## src/logic/port_tag_wake_consts.vh

```
// constants for the per-port default tag and wake event register slice
// assumes an ahb-lite word bus: byte address = 4 x register index
//
// Contract
// (RULE1) every port keeps its own register copy, picked by the port nibble.
// (RULE2) nibbles 1-4 and 7 reach port registers, 7 mac-only, 1-4 phy-only.
// (RULE3) the mac port, logical port 5, is reached with nibble 7, never 5.
// (RULE4) tag high is rw, resets 0: priority 7:5, drop-eligible 4, vid 11:8.
// (RULE5) tag low is rw, holds vid 7:0 and resets to 0x01, so vlan 1.
// (RULE6) bit 2 sets on a switch-mac magic packet, read-only, write clears.
// (RULE7) bit 1 sets on link-up, phy ports only, read-only, write clears.
// (RULE8) bit 0 sets on cable energy, phy ports only, read-only, write clears.
// (RULE9) the wake pin rises for an event only through its own enable bit.
// (RULE10) event bits stay set until a write clears them; bits 7:3 read 0.

`ifndef PORT_TAG_WAKE_CONSTS_VH
`define PORT_TAG_WAKE_CONSTS_VH

// register indices inside one port range
`define REG_TAG_HIGH 8'h00
`define REG_TAG_LOW 8'h01
`define REG_WAKE_EVENT 8'h13
`define REG_WAKE_ENABLE 8'h17

// index fields: haddr[17:14] port nibble, [13:10] zero, [9:2] register
`define IDX_PORT_HI 17
`define IDX_PORT_LO 14
`define IDX_ZERO_HI 13
`define IDX_ZERO_LO 10
`define IDX_REG_HI 9
`define IDX_REG_LO 2

// accepted port nibbles, in port index order 0..4
`define PORT_NIB_0 4'h1
`define PORT_NIB_1 4'h2
`define PORT_NIB_2 4'h3
`define PORT_NIB_3 4'h4
`define PORT_NIB_MAC 4'h7
`define PORT_IDX_NONE 3'h7
`define PORT_IDX_MAC 3'h4

// global interrupt registers, in the otherwise unused port nibble f
`define PORT_NIB_GLOBAL 4'hf
`define REG_IRQ_STATUS 8'h00
`define REG_IRQ_MASK 8'h04

// reset values
`define TAG_HIGH_RST 8'h00
`define TAG_LOW_RST 8'h01
`define WAKE_EVENT_RST 8'h00
`define WAKE_ENABLE_RST 8'h00
`define IRQ_MASK_RST 15'h0000

// wake event and enable bit positions
`define WAKE_BIT_MAGIC 2
`define WAKE_BIT_LINK 1
`define WAKE_BIT_ENERGY 0
`define WAKE_USED_MASK 8'h07
`define WAKE_MAC_MASK 8'h04

// ahb-lite encodings
`define HTRANS_NONSEQ_BIT 1
`define HSIZE_BYTE 3'h0
`define HSIZE_HALF 3'h1

`endif

```

## src/logic/port_tag_wake.v

```verilog
// per-port default 802.1q tag registers and wake event flags, ahb-lite slave
// assumes the port receive path gives one-cycle magic packet pulses on
// CLK_IN and the phys give link and energy levels from another domain
// assumes hready is looped back from this slave's own hreadyout; reads cost
// one wait state and writes none
//
// Local design decision: the AHB-Lite interface to the registers.
`timescale 1ns/1ps
`include "port_tag_wake_consts.vh"

module port_tag_wake #(
    parameter NUM_PORTS = 5,
    parameter NUM_PHY = 4
) (
    input wire CLK_IN,
    input wire RST_IN,
    // ahb-lite slave
    input wire HSEL_IN,
    input wire [31:0] HADDR_IN,
    input wire [1:0] HTRANS_IN,
    input wire HWRITE_IN,
    input wire [2:0] HSIZE_IN,
    input wire [31:0] HWDATA_IN,
    input wire HREADY_IN,
    output wire HREADYOUT_OUT,
    output wire HRESP_OUT,
    output wire [31:0] HRDATA_OUT,
    // event sources
    input wire [NUM_PORTS-1:0] MAGIC_PACKET_IN,
    input wire [NUM_PHY-1:0] LINK_UP_IN,
    input wire [NUM_PHY-1:0] ENERGY_IN,
    // per-port default tags, port index p at [16p+15:16p]
    output wire [16*NUM_PORTS-1:0] PORT_DEFAULT_TAG_OUT,
    output wire WAKE_EVENT_PIN_OUT,
    output wire IRQ_OUT
);

////////////////////////////////////////////////////////////////////////////
// decode helpers

// maps a port nibble to a storage index; 5 and 6 are deliberately missing
function [2:0] port_idx;
    input [3:0] nib;
    begin
        case (nib)
            `PORT_NIB_0: port_idx = 3'h0;
            `PORT_NIB_1: port_idx = 3'h1;
            `PORT_NIB_2: port_idx = 3'h2;
            `PORT_NIB_3: port_idx = 3'h3;
            `PORT_NIB_MAC: port_idx = `PORT_IDX_MAC; // [RULE3]
            default: port_idx = `PORT_IDX_NONE; // [RULE2]
        endcase
    end
endfunction

// byte lane 0 carries all per-port register data; narrower writes must touch it
function lane0_hit;
    input [2:0] size;
    input [1:0] low;
    begin
        if (size == `HSIZE_BYTE) begin
            lane0_hit = (low == 2'h0);
        end else if (size == `HSIZE_HALF) begin
            lane0_hit = (low[1] == 1'b0);
        end else begin
            lane0_hit = 1'b1;
        end
    end
endfunction

////////////////////////////////////////////////////////////////////////////
// input synchronisers and edge detect for phy levels

reg [NUM_PHY-1:0] link_meta_q;
reg [NUM_PHY-1:0] link_sync_q;
reg [NUM_PHY-1:0] link_prev_q;
reg [NUM_PHY-1:0] energy_meta_q;
reg [NUM_PHY-1:0] energy_sync_q;
reg [NUM_PHY-1:0] energy_prev_q;

// three flops per level; the second and third flops feed the edge detector
always @(posedge CLK_IN or posedge RST_IN) begin
    if (RST_IN) begin
        link_meta_q <= {NUM_PHY{1'b0}};
        link_sync_q <= {NUM_PHY{1'b0}};
        link_prev_q <= {NUM_PHY{1'b0}};
        energy_meta_q <= {NUM_PHY{1'b0}};
        energy_sync_q <= {NUM_PHY{1'b0}};
        energy_prev_q <= {NUM_PHY{1'b0}};
    end else begin
        link_meta_q <= LINK_UP_IN;
        link_sync_q <= link_meta_q;
        link_prev_q <= link_sync_q;
        energy_meta_q <= ENERGY_IN;
        energy_sync_q <= energy_meta_q;
        energy_prev_q <= energy_sync_q;
    end
end

// a rising level is a new detection; a level held high sets nothing more
wire [NUM_PHY-1:0] link_rise = link_sync_q & ~link_prev_q;
wire [NUM_PHY-1:0] energy_rise = energy_sync_q & ~energy_prev_q;

////////////////////////////////////////////////////////////////////////////
// ahb-lite address and data phase tracking

// hready is shared, so a read's wait cycle also holds off the next request
wire addr_take = HSEL_IN & HTRANS_IN[`HTRANS_NONSEQ_BIT] & HREADY_IN;

reg wr_pend_q;
reg rd_pend_q;
reg [31:0] addr_q;
reg [2:0] size_q;
reg [31:0] rdata_q;

// reads take one wait state so that a write just before is visible
always @(posedge CLK_IN or posedge RST_IN) begin
    if (RST_IN) begin
        wr_pend_q <= 1'b0;
        rd_pend_q <= 1'b0;
        addr_q <= 32'h00000000;
        size_q <= 3'h0;
    end else begin
        wr_pend_q <= addr_take & HWRITE_IN;
        rd_pend_q <= addr_take & ~HWRITE_IN;
        if (addr_take) begin
            addr_q <= HADDR_IN;
            size_q <= HSIZE_IN;
        end
    end
end

// only a read ever stalls; nothing here can fail, so hresp stays okay
assign HREADYOUT_OUT = ~rd_pend_q;
assign HRESP_OUT = 1'b0;
assign HRDATA_OUT = rdata_q;

// decode of the latched data-phase address
wire [3:0] a_nib = addr_q[`IDX_PORT_HI:`IDX_PORT_LO];
wire [7:0] a_reg = addr_q[`IDX_REG_HI:`IDX_REG_LO];
wire a_zero_ok = (addr_q[`IDX_ZERO_HI:`IDX_ZERO_LO] == 4'h0) &
                 (addr_q[31:18] == 14'h0000);
wire [2:0] a_port = port_idx(a_nib); // [RULE1]
wire a_port_ok = a_zero_ok & (a_port != `PORT_IDX_NONE);
wire a_glob_ok = a_zero_ok & (a_nib == `PORT_NIB_GLOBAL);
wire wr_ok = wr_pend_q & lane0_hit(size_q, addr_q[1:0]);
wire [7:0] wbyte = HWDATA_IN[7:0];

// one select per storage index for the write in its data phase
reg [NUM_PORTS-1:0] port_wsel;
integer k;

always @* begin
    for (k = 0; k < NUM_PORTS; k = k + 1) begin
        port_wsel[k] = wr_ok & a_port_ok & (a_port == k);
    end
end

////////////////////////////////////////////////////////////////////////////
// per-port storage

reg [7:0] tag_hi_q [0:NUM_PORTS-1];
reg [7:0] tag_lo_q [0:NUM_PORTS-1];
reg [7:0] wake_en_q [0:NUM_PORTS-1];
reg [7:0] wake_evt_q [0:NUM_PORTS-1];
reg [14:0] irq_stat_q;
reg [14:0] irq_mask_q;

// event set vector per port: {magic, link, energy}
reg [7:0] set_vec [0:NUM_PORTS-1];
reg [7:0] used_mask [0:NUM_PORTS-1];
integer s;

// the mac port has no phy, so its link and energy bits never exist
always @* begin
    for (s = 0; s < NUM_PORTS; s = s + 1) begin
        set_vec[s] = 8'h00;
        used_mask[s] = `WAKE_MAC_MASK;
        set_vec[s][`WAKE_BIT_MAGIC] = MAGIC_PACKET_IN[s]; // [RULE6]
        if (s < NUM_PHY) begin
            used_mask[s] = `WAKE_USED_MASK;
            set_vec[s][`WAKE_BIT_LINK] = link_rise[s]; // [RULE7]
            set_vec[s][`WAKE_BIT_ENERGY] = energy_rise[s]; // [RULE8]
        end
    end
end

reg [7:0] wake_evt_d [0:NUM_PORTS-1];
integer c;

// ones written clear; a new detection in the same cycle wins over the clear
always @* begin
    for (c = 0; c < NUM_PORTS; c = c + 1) begin
        wake_evt_d[c] = wake_evt_q[c] | set_vec[c]; // [RULE10]
        if (port_wsel[c] && a_reg == `REG_WAKE_EVENT) begin
            wake_evt_d[c] = (wake_evt_q[c] & ~wbyte) | set_vec[c]; // [RULE6]
        end
        // missing bits never set, so reserved ones always read zero
        wake_evt_d[c] = wake_evt_d[c] & used_mask[c]; // [RULE7] [RULE8]
    end
end

integer p;

// register writes, event capture and write-clear of the event flags
always @(posedge CLK_IN or posedge RST_IN) begin
    if (RST_IN) begin
        for (p = 0; p < NUM_PORTS; p = p + 1) begin
            tag_hi_q[p] <= `TAG_HIGH_RST; // [RULE4]
            tag_lo_q[p] <= `TAG_LOW_RST; // [RULE5]
            wake_en_q[p] <= `WAKE_ENABLE_RST;
            wake_evt_q[p] <= `WAKE_EVENT_RST;
        end
    end else begin
        for (p = 0; p < NUM_PORTS; p = p + 1) begin
            if (port_wsel[p]) begin
                if (a_reg == `REG_TAG_HIGH) begin
                    tag_hi_q[p] <= wbyte; // [RULE4]
                end
                if (a_reg == `REG_TAG_LOW) begin
                    tag_lo_q[p] <= wbyte; // [RULE5]
                end
                if (a_reg == `REG_WAKE_ENABLE) begin
                    wake_en_q[p] <= wbyte & used_mask[p];
                end
            end
            wake_evt_q[p] <= wake_evt_d[p]; // [RULE10]
        end
    end
end

////////////////////////////////////////////////////////////////////////////
// interrupt status and mask

// flat event vector in status layout, port p at bits 3p+2..3p
reg [14:0] evt_flat;
integer f;

always @* begin
    evt_flat = 15'h0000;
    for (f = 0; f < NUM_PORTS; f = f + 1) begin
        evt_flat[3*f +: 3] = set_vec[f][2:0] & used_mask[f][2:0];
    end
end

// read of the status word clears what was returned; later events survive
wire stat_read = rd_pend_q & a_glob_ok & (a_reg == `REG_IRQ_STATUS);

reg [14:0] irq_stat_d;
reg [14:0] irq_mask_d;
reg irq_q;

// next status and mask; the clear keeps an event that lands with it
always @* begin
    irq_stat_d = irq_stat_q | evt_flat;
    if (stat_read) begin
        irq_stat_d = evt_flat;
    end
    irq_mask_d = irq_mask_q;
    if (wr_ok && a_glob_ok && a_reg == `REG_IRQ_MASK) begin
        irq_mask_d = HWDATA_IN[14:0];
    end
end

// the pin flop looks at the next values, so it follows the registers
// with no extra cycle while still leaving the block from a flip-flop
always @(posedge CLK_IN or posedge RST_IN) begin
    if (RST_IN) begin
        irq_stat_q <= 15'h0000;
        irq_mask_q <= `IRQ_MASK_RST;
        irq_q <= 1'b0;
    end else begin
        irq_stat_q <= irq_stat_d;
        irq_mask_q <= irq_mask_d;
        irq_q <= |(irq_stat_d & irq_mask_d);
    end
end

assign IRQ_OUT = irq_q;

////////////////////////////////////////////////////////////////////////////
// read data

reg [31:0] rd_mux;

// unmapped addresses and reserved bits read as zero
always @* begin
    rd_mux = 32'h00000000;
    if (a_port_ok) begin
        case (a_reg)
            `REG_TAG_HIGH: rd_mux[7:0] = tag_hi_q[a_port];
            `REG_TAG_LOW: rd_mux[7:0] = tag_lo_q[a_port];
            `REG_WAKE_EVENT: rd_mux[7:0] = wake_evt_q[a_port]; // [RULE10]
            `REG_WAKE_ENABLE: rd_mux[7:0] = wake_en_q[a_port];
            default: rd_mux = 32'h00000000;
        endcase
    end else if (a_glob_ok) begin
        case (a_reg)
            `REG_IRQ_STATUS: rd_mux[14:0] = irq_stat_q;
            `REG_IRQ_MASK: rd_mux[14:0] = irq_mask_q;
            default: rd_mux = 32'h00000000;
        endcase
    end
end

// captured in the wait cycle and held until the next read
always @(posedge CLK_IN or posedge RST_IN) begin
    if (RST_IN) begin
        rdata_q <= 32'h00000000;
    end else if (rd_pend_q) begin
        rdata_q <= rd_mux;
    end
end

////////////////////////////////////////////////////////////////////////////
// outputs: wake pin and default tags

reg wake_q;
reg [16*NUM_PORTS-1:0] tag_out_q;
reg wake_d;
reg [16*NUM_PORTS-1:0] tag_d;
integer w;

// an event raises the pin only through its own enable bit
always @* begin
    wake_d = 1'b0;
    tag_d = {16*NUM_PORTS{1'b0}};
    for (w = 0; w < NUM_PORTS; w = w + 1) begin
        wake_d = wake_d | (|(wake_evt_q[w] & wake_en_q[w])); // [RULE9]
        tag_d[16*w +: 16] = {tag_hi_q[w], tag_lo_q[w]};
    end
end

always @(posedge CLK_IN or posedge RST_IN) begin
    if (RST_IN) begin
        wake_q <= 1'b0;
        tag_out_q <= {NUM_PORTS{`TAG_HIGH_RST, `TAG_LOW_RST}};
    end else begin
        wake_q <= wake_d;
        tag_out_q <= tag_d;
    end
end

assign WAKE_EVENT_PIN_OUT = wake_q;
assign PORT_DEFAULT_TAG_OUT = tag_out_q;

endmodule

```

## config.mk

```make
export PLATFORM = sky130hd
export DESIGN_NAME = port_tag_wake
export DESIGN_NICKNAME = d
export VERILOG_FILES = /design/src/logic/port_tag_wake.v
export VERILOG_INCLUDE_DIRS = /design/src /design/src/logic
export SDC_FILE = /design/constraint.sdc
export NUM_CORES = 1
export LEC_CHECK = 0
export ABC_AREA = 1
export BUFFER_PORTS_ARGS = -buffer_cell sky130_fd_sc_hd__buf_2
export CORE_MARGIN = 2
export CORE_UTILIZATION = 55
export DETAILED_ROUTE_END_ITERATION = 10
export PLACE_DENSITY = 0.78
export SLEW_MARGIN = 30
export SYNTH_ARGS = -nofsm -noshare
export SYNTH_HDL_FRONTEND = slang
export SYNTH_SLANG_ARGS = --single-unit
```

## constraint.sdc

```tcl
create_clock -name CLK_IN -period 11.5 [get_ports CLK_IN]
set_clock_uncertainty 0.15 [all_clocks]
set_input_delay 2.3 -clock CLK_IN [delete_from_list [all_inputs] [get_ports CLK_IN]]
set_output_delay 2.3 -clock CLK_IN [all_outputs]
set_load 0.02 [all_outputs]
```

==> results by group <==
Run status
  • Status: complete, no violations

Finish
  • Layout cells sized above 1: a little over a fifth
  • Register area: ~0.0074 sq mm
  • Layout Cells excl Fill: between 1,500 and 2,000
  • Final Net Count: between 1,000 and 1,500
  • N_diodes: 0
  • Area grow syn2layout: 16.3%
  • Multi-input gate area: about 0.0036 sq mm
  • Fill count: ~1,700
  • Util after Layout: ~65%

Power
  • Power Total: ~2200 uW
  • VDD IR max: between 0.1 and 0.15 mV
  • Pleak: roughly 0.0063 uW
  • Cell Pwr Density: roughly 160 mW/mm^2

Synthesis
  • Post-synthesis instance area: between 0.01 and 0.015 sq mm
  • Synth area leader: dfrtp_1
  • Top_reg_cell synth: dfrtp_1
  • EDFF count, synth: 0
  • Syn. warnings: 0
  • Synth Area per Inst: ~10 sq um
  • Post-synthesis cell count: 1,182
  • Seq/Total Area, Yosys: roughly 63%
  • Netlist cell types: 42
  • Top-count cell post-synth: nand2_1
  • Most frequent cells after synthesis: nand2_1, dfrtp_1, nor2_1, inv_1, o21ai_0
  • Main area contributors after synthesis: dfrtp_1, nand2_1, nor2_1, o21ai_0, inv_1
  • Area share of the leading cell type in the synthesized netlist: between 60% and 70%
  • Synth async-reset ratio: 100%
  • Flops & latches, synth: 294

STA
  • Slew Viols, Final: 0
  • Tmin final: 4230 ps
  • Slew @ Worst Pin: between 800 and 900 ps
  • Final setup viols: 0
  • Period utilisation layout: 36.8%
  • Final hold vios: 0
  • Setup repair after global routing missed its margin: false
  • Max-slew headroom: approximately 44%
  • Setup_tns: 0 ps
  • WHS: 193 ps
  • Fmax: about 240 MHz

Drt
  • Via count: between 8,000 and 9,000
  • DR iter-0 viols: about 620
  • Vias per inst: about 5.3
  • DRC: 0
  • WL final: 27,900 um
  • Detailed Routing Iterations Pass 1: 5
  • Wire per inst: approximately 17 um
  • Routed Antenna Nets: 0

Floorplan
  • Ports: between 200 and 250
  • Die area: around 0.022 sq mm
  • Row cnt: 53
  • Core Area: between 0.02 and 0.025 sq mm
  • Initial Utilization: about 56%
  • Die Span Y: between 100 and 150 um
  • Die width: approximately 150 um

Worst setup path
  • Worst Path Required: around 9100 ps
  • WS Path Type: register to output pin
  • Ordered list of cells on the worst path: inv_1 -> buf_2
  • Critical Path End Type: output pin
  • Nature of the critical path startpoint: register
  • CP top delay family: buffers and inverters
  • Critical path fanouts, max: 16
  • Critical path buffers and inverters: 2
  • Slowest stage cell, crit path: dfrtp_1
  • Critical Path AT: about 1800 ps
  • Max incr delay on CP: 530 ps

GRT
  • Initial antenna violation count: 0
  • GRT overflow: 0
  • M2 GR Usage: 41.5%
  • Routing usage on met1: about a third
  • Overall Global Routing Usage: about a quarter
  • GRT busiest layer: met2
  • Global-route wire length before repair: roughly 44,000 um
  • Met3 track demand over resource: 3.21%
  • Largest net degree at the start of global routing: 124
  • Number of global-route vias before repair: between 8,000 and 9,000

Clocking
  • TritonCTS clock tree: yes
  • Number of H-tree levels: 1
  • CTS Buf Count: 29
  • Postcts setup bufs: 0
  • CTS root buffer: clkbuf_16
  • PostCTS Resize Cnt: 0
  • Reg clk slew, reported paths: around 60 ps
  • Clock Latency Late Sink: 530 ps
  • Number of hold buffers added after cts: 0
  • Clock sinks: slightly below 300
  • Deepest clock path buffer count: 3

Placed design
  • Routability cong.: 0.874
  • Placed Cells incl. Taps: 1,587
  • Post-DP HPWL: 19,200 um
  • I/O Buffers: 166

Min path
  • Hold Path Class: register to register

Run
  • MaxCap Viol Count: 0
## power breakdown
part	total (uW)	internal (uW)	switching, uW
Combinational	166	50.0	116
Clock	936	562	374
Sequential	1090	1070	19.9
Total	2190	1680	510
## area by class of cell
| cell class | instances | share of cell area [%] |
|---|---|---|
| clock inverter | 7 | 0.815 |
| tap | 275 | 2.55 |
| inverter | 81 | 2.31 |
| clock buffer | 44 | 6.16 |
| sequential | 294 | 54.6 |
| timing repair buffer | 173 | 6.66 |
| multi-input combinational | 764 | 27.0 |
## metal layers
metal  up-vias  routed length (um)
met5         -                   0
met2       360               13500
met4         0                1330
met1      4113               11400
met3        85                1710
li1       4110                   -
## cells in the final DEF, fill, tap and decap left out, types with 4 or more instances in the layout
cell	synthesis	final
a22o_1	5	5
o21ai_2	9	9
nand2_2	14	14
nor2_1	121	120
buf_4	22	5
inv_1	77	76
a21oi_1	44	44
dfstp_2	10	10
clkinv_2	0	4
nor2_4	7	7
o21bai_1	4	4
o21ai_1	39	39
o21ai_0	77	77
buf_2	15	166
nand4_1	7	7
nand3_1	55	54
mux2_2	22	22
clkbuf_8	0	5
conb_1	1	18
nor3_1	13	13
clkbuf_1	14	10
or2_2	4	4
dfrtp_1	284	284
clkbuf_16	0	29
nand2_1	303	303
## final timing paths
path | depth (start not counted) | slack (ps) | startpoint | end
worst max-delay path | 2 | 7270 | rd_pend_q$_DFF_PP0_ | HREADYOUT_OUT
worst min-delay path | 0 | 190 | link_meta_q[2]$_DFF_PP0_ | link_sync_q[2]$_DFF_PP0_
worst max register to register | 10 | 8350 | addr_q[8]$_DFFE_PP0P_ | IRQ_OUT$_DFF_PP0_
worst min register to register | 0 | 190 | link_meta_q[2]$_DFF_PP0_ | link_sync_q[2]$_DFF_PP0_
max in group asynchronous | 4 | 8070 | RST_IN | tag_d[22]$_DFFE_PP0P_
min in group asynchronous | 2 | 1790 | RST_IN | addr_q[18]$_DFFE_PP0P_
## worst register-to-register path: stages, from the launching register on
cell and delay, ps:
dfrtp_1 370, nor2_1 150, nand2_1 160, nor2_4 420, nand3_1 610, nor2_4 600, a21oi_1 170, nand2_1 110
nand2_1 60, nor2_1 130, nand3_1 100
## per-stage QoR
step / setup slack [ps] / area, sq um
floorplan: 947 / 11700
global placement: 7190 / 12500
detailed placement: 7380 / 12600
CTS: 7240 / 13500
global route: 7170 / 13500
finish: 7270 / 13500
## state kept, by name, summed over array words and instances, names as in the netlist
register / flops
irq_mask_q: 15
size_q: 3
link_prev_q: 4
energy_prev_q: 4
link_sync_q: 4
tag_d: 80
IRQ_OUT: 1
link_meta_q: 4
wake_en_q: 13
addr_q: 32
irq_stat_q: 15
wake_evt_q: 13
WAKE_EVENT_PIN_OUT: 1
energy_sync_q: 4
rd_pend_q: 1
wr_pend_q: 1
PORT_DEFAULT_TAG_OUT: 80
energy_meta_q: 4
HRDATA_OUT: 15
## logic make-up (layout without fill, tap and decap cells)
group | after synthesis | after routing | synth area share [%]
AO/OA/AOI/OAI | 191 | 191 | 9.13
buffers and inverters | 141 | 305 | 5.86
flip-flops | 294 | 294 | 63.5
multiplexers | 22 | 22 | 2.13
other | 1 | 18 | 0.0323
AND/OR/NAND/NOR | 533 | 533 | 19.4
(Power assumes the default switching activity.)
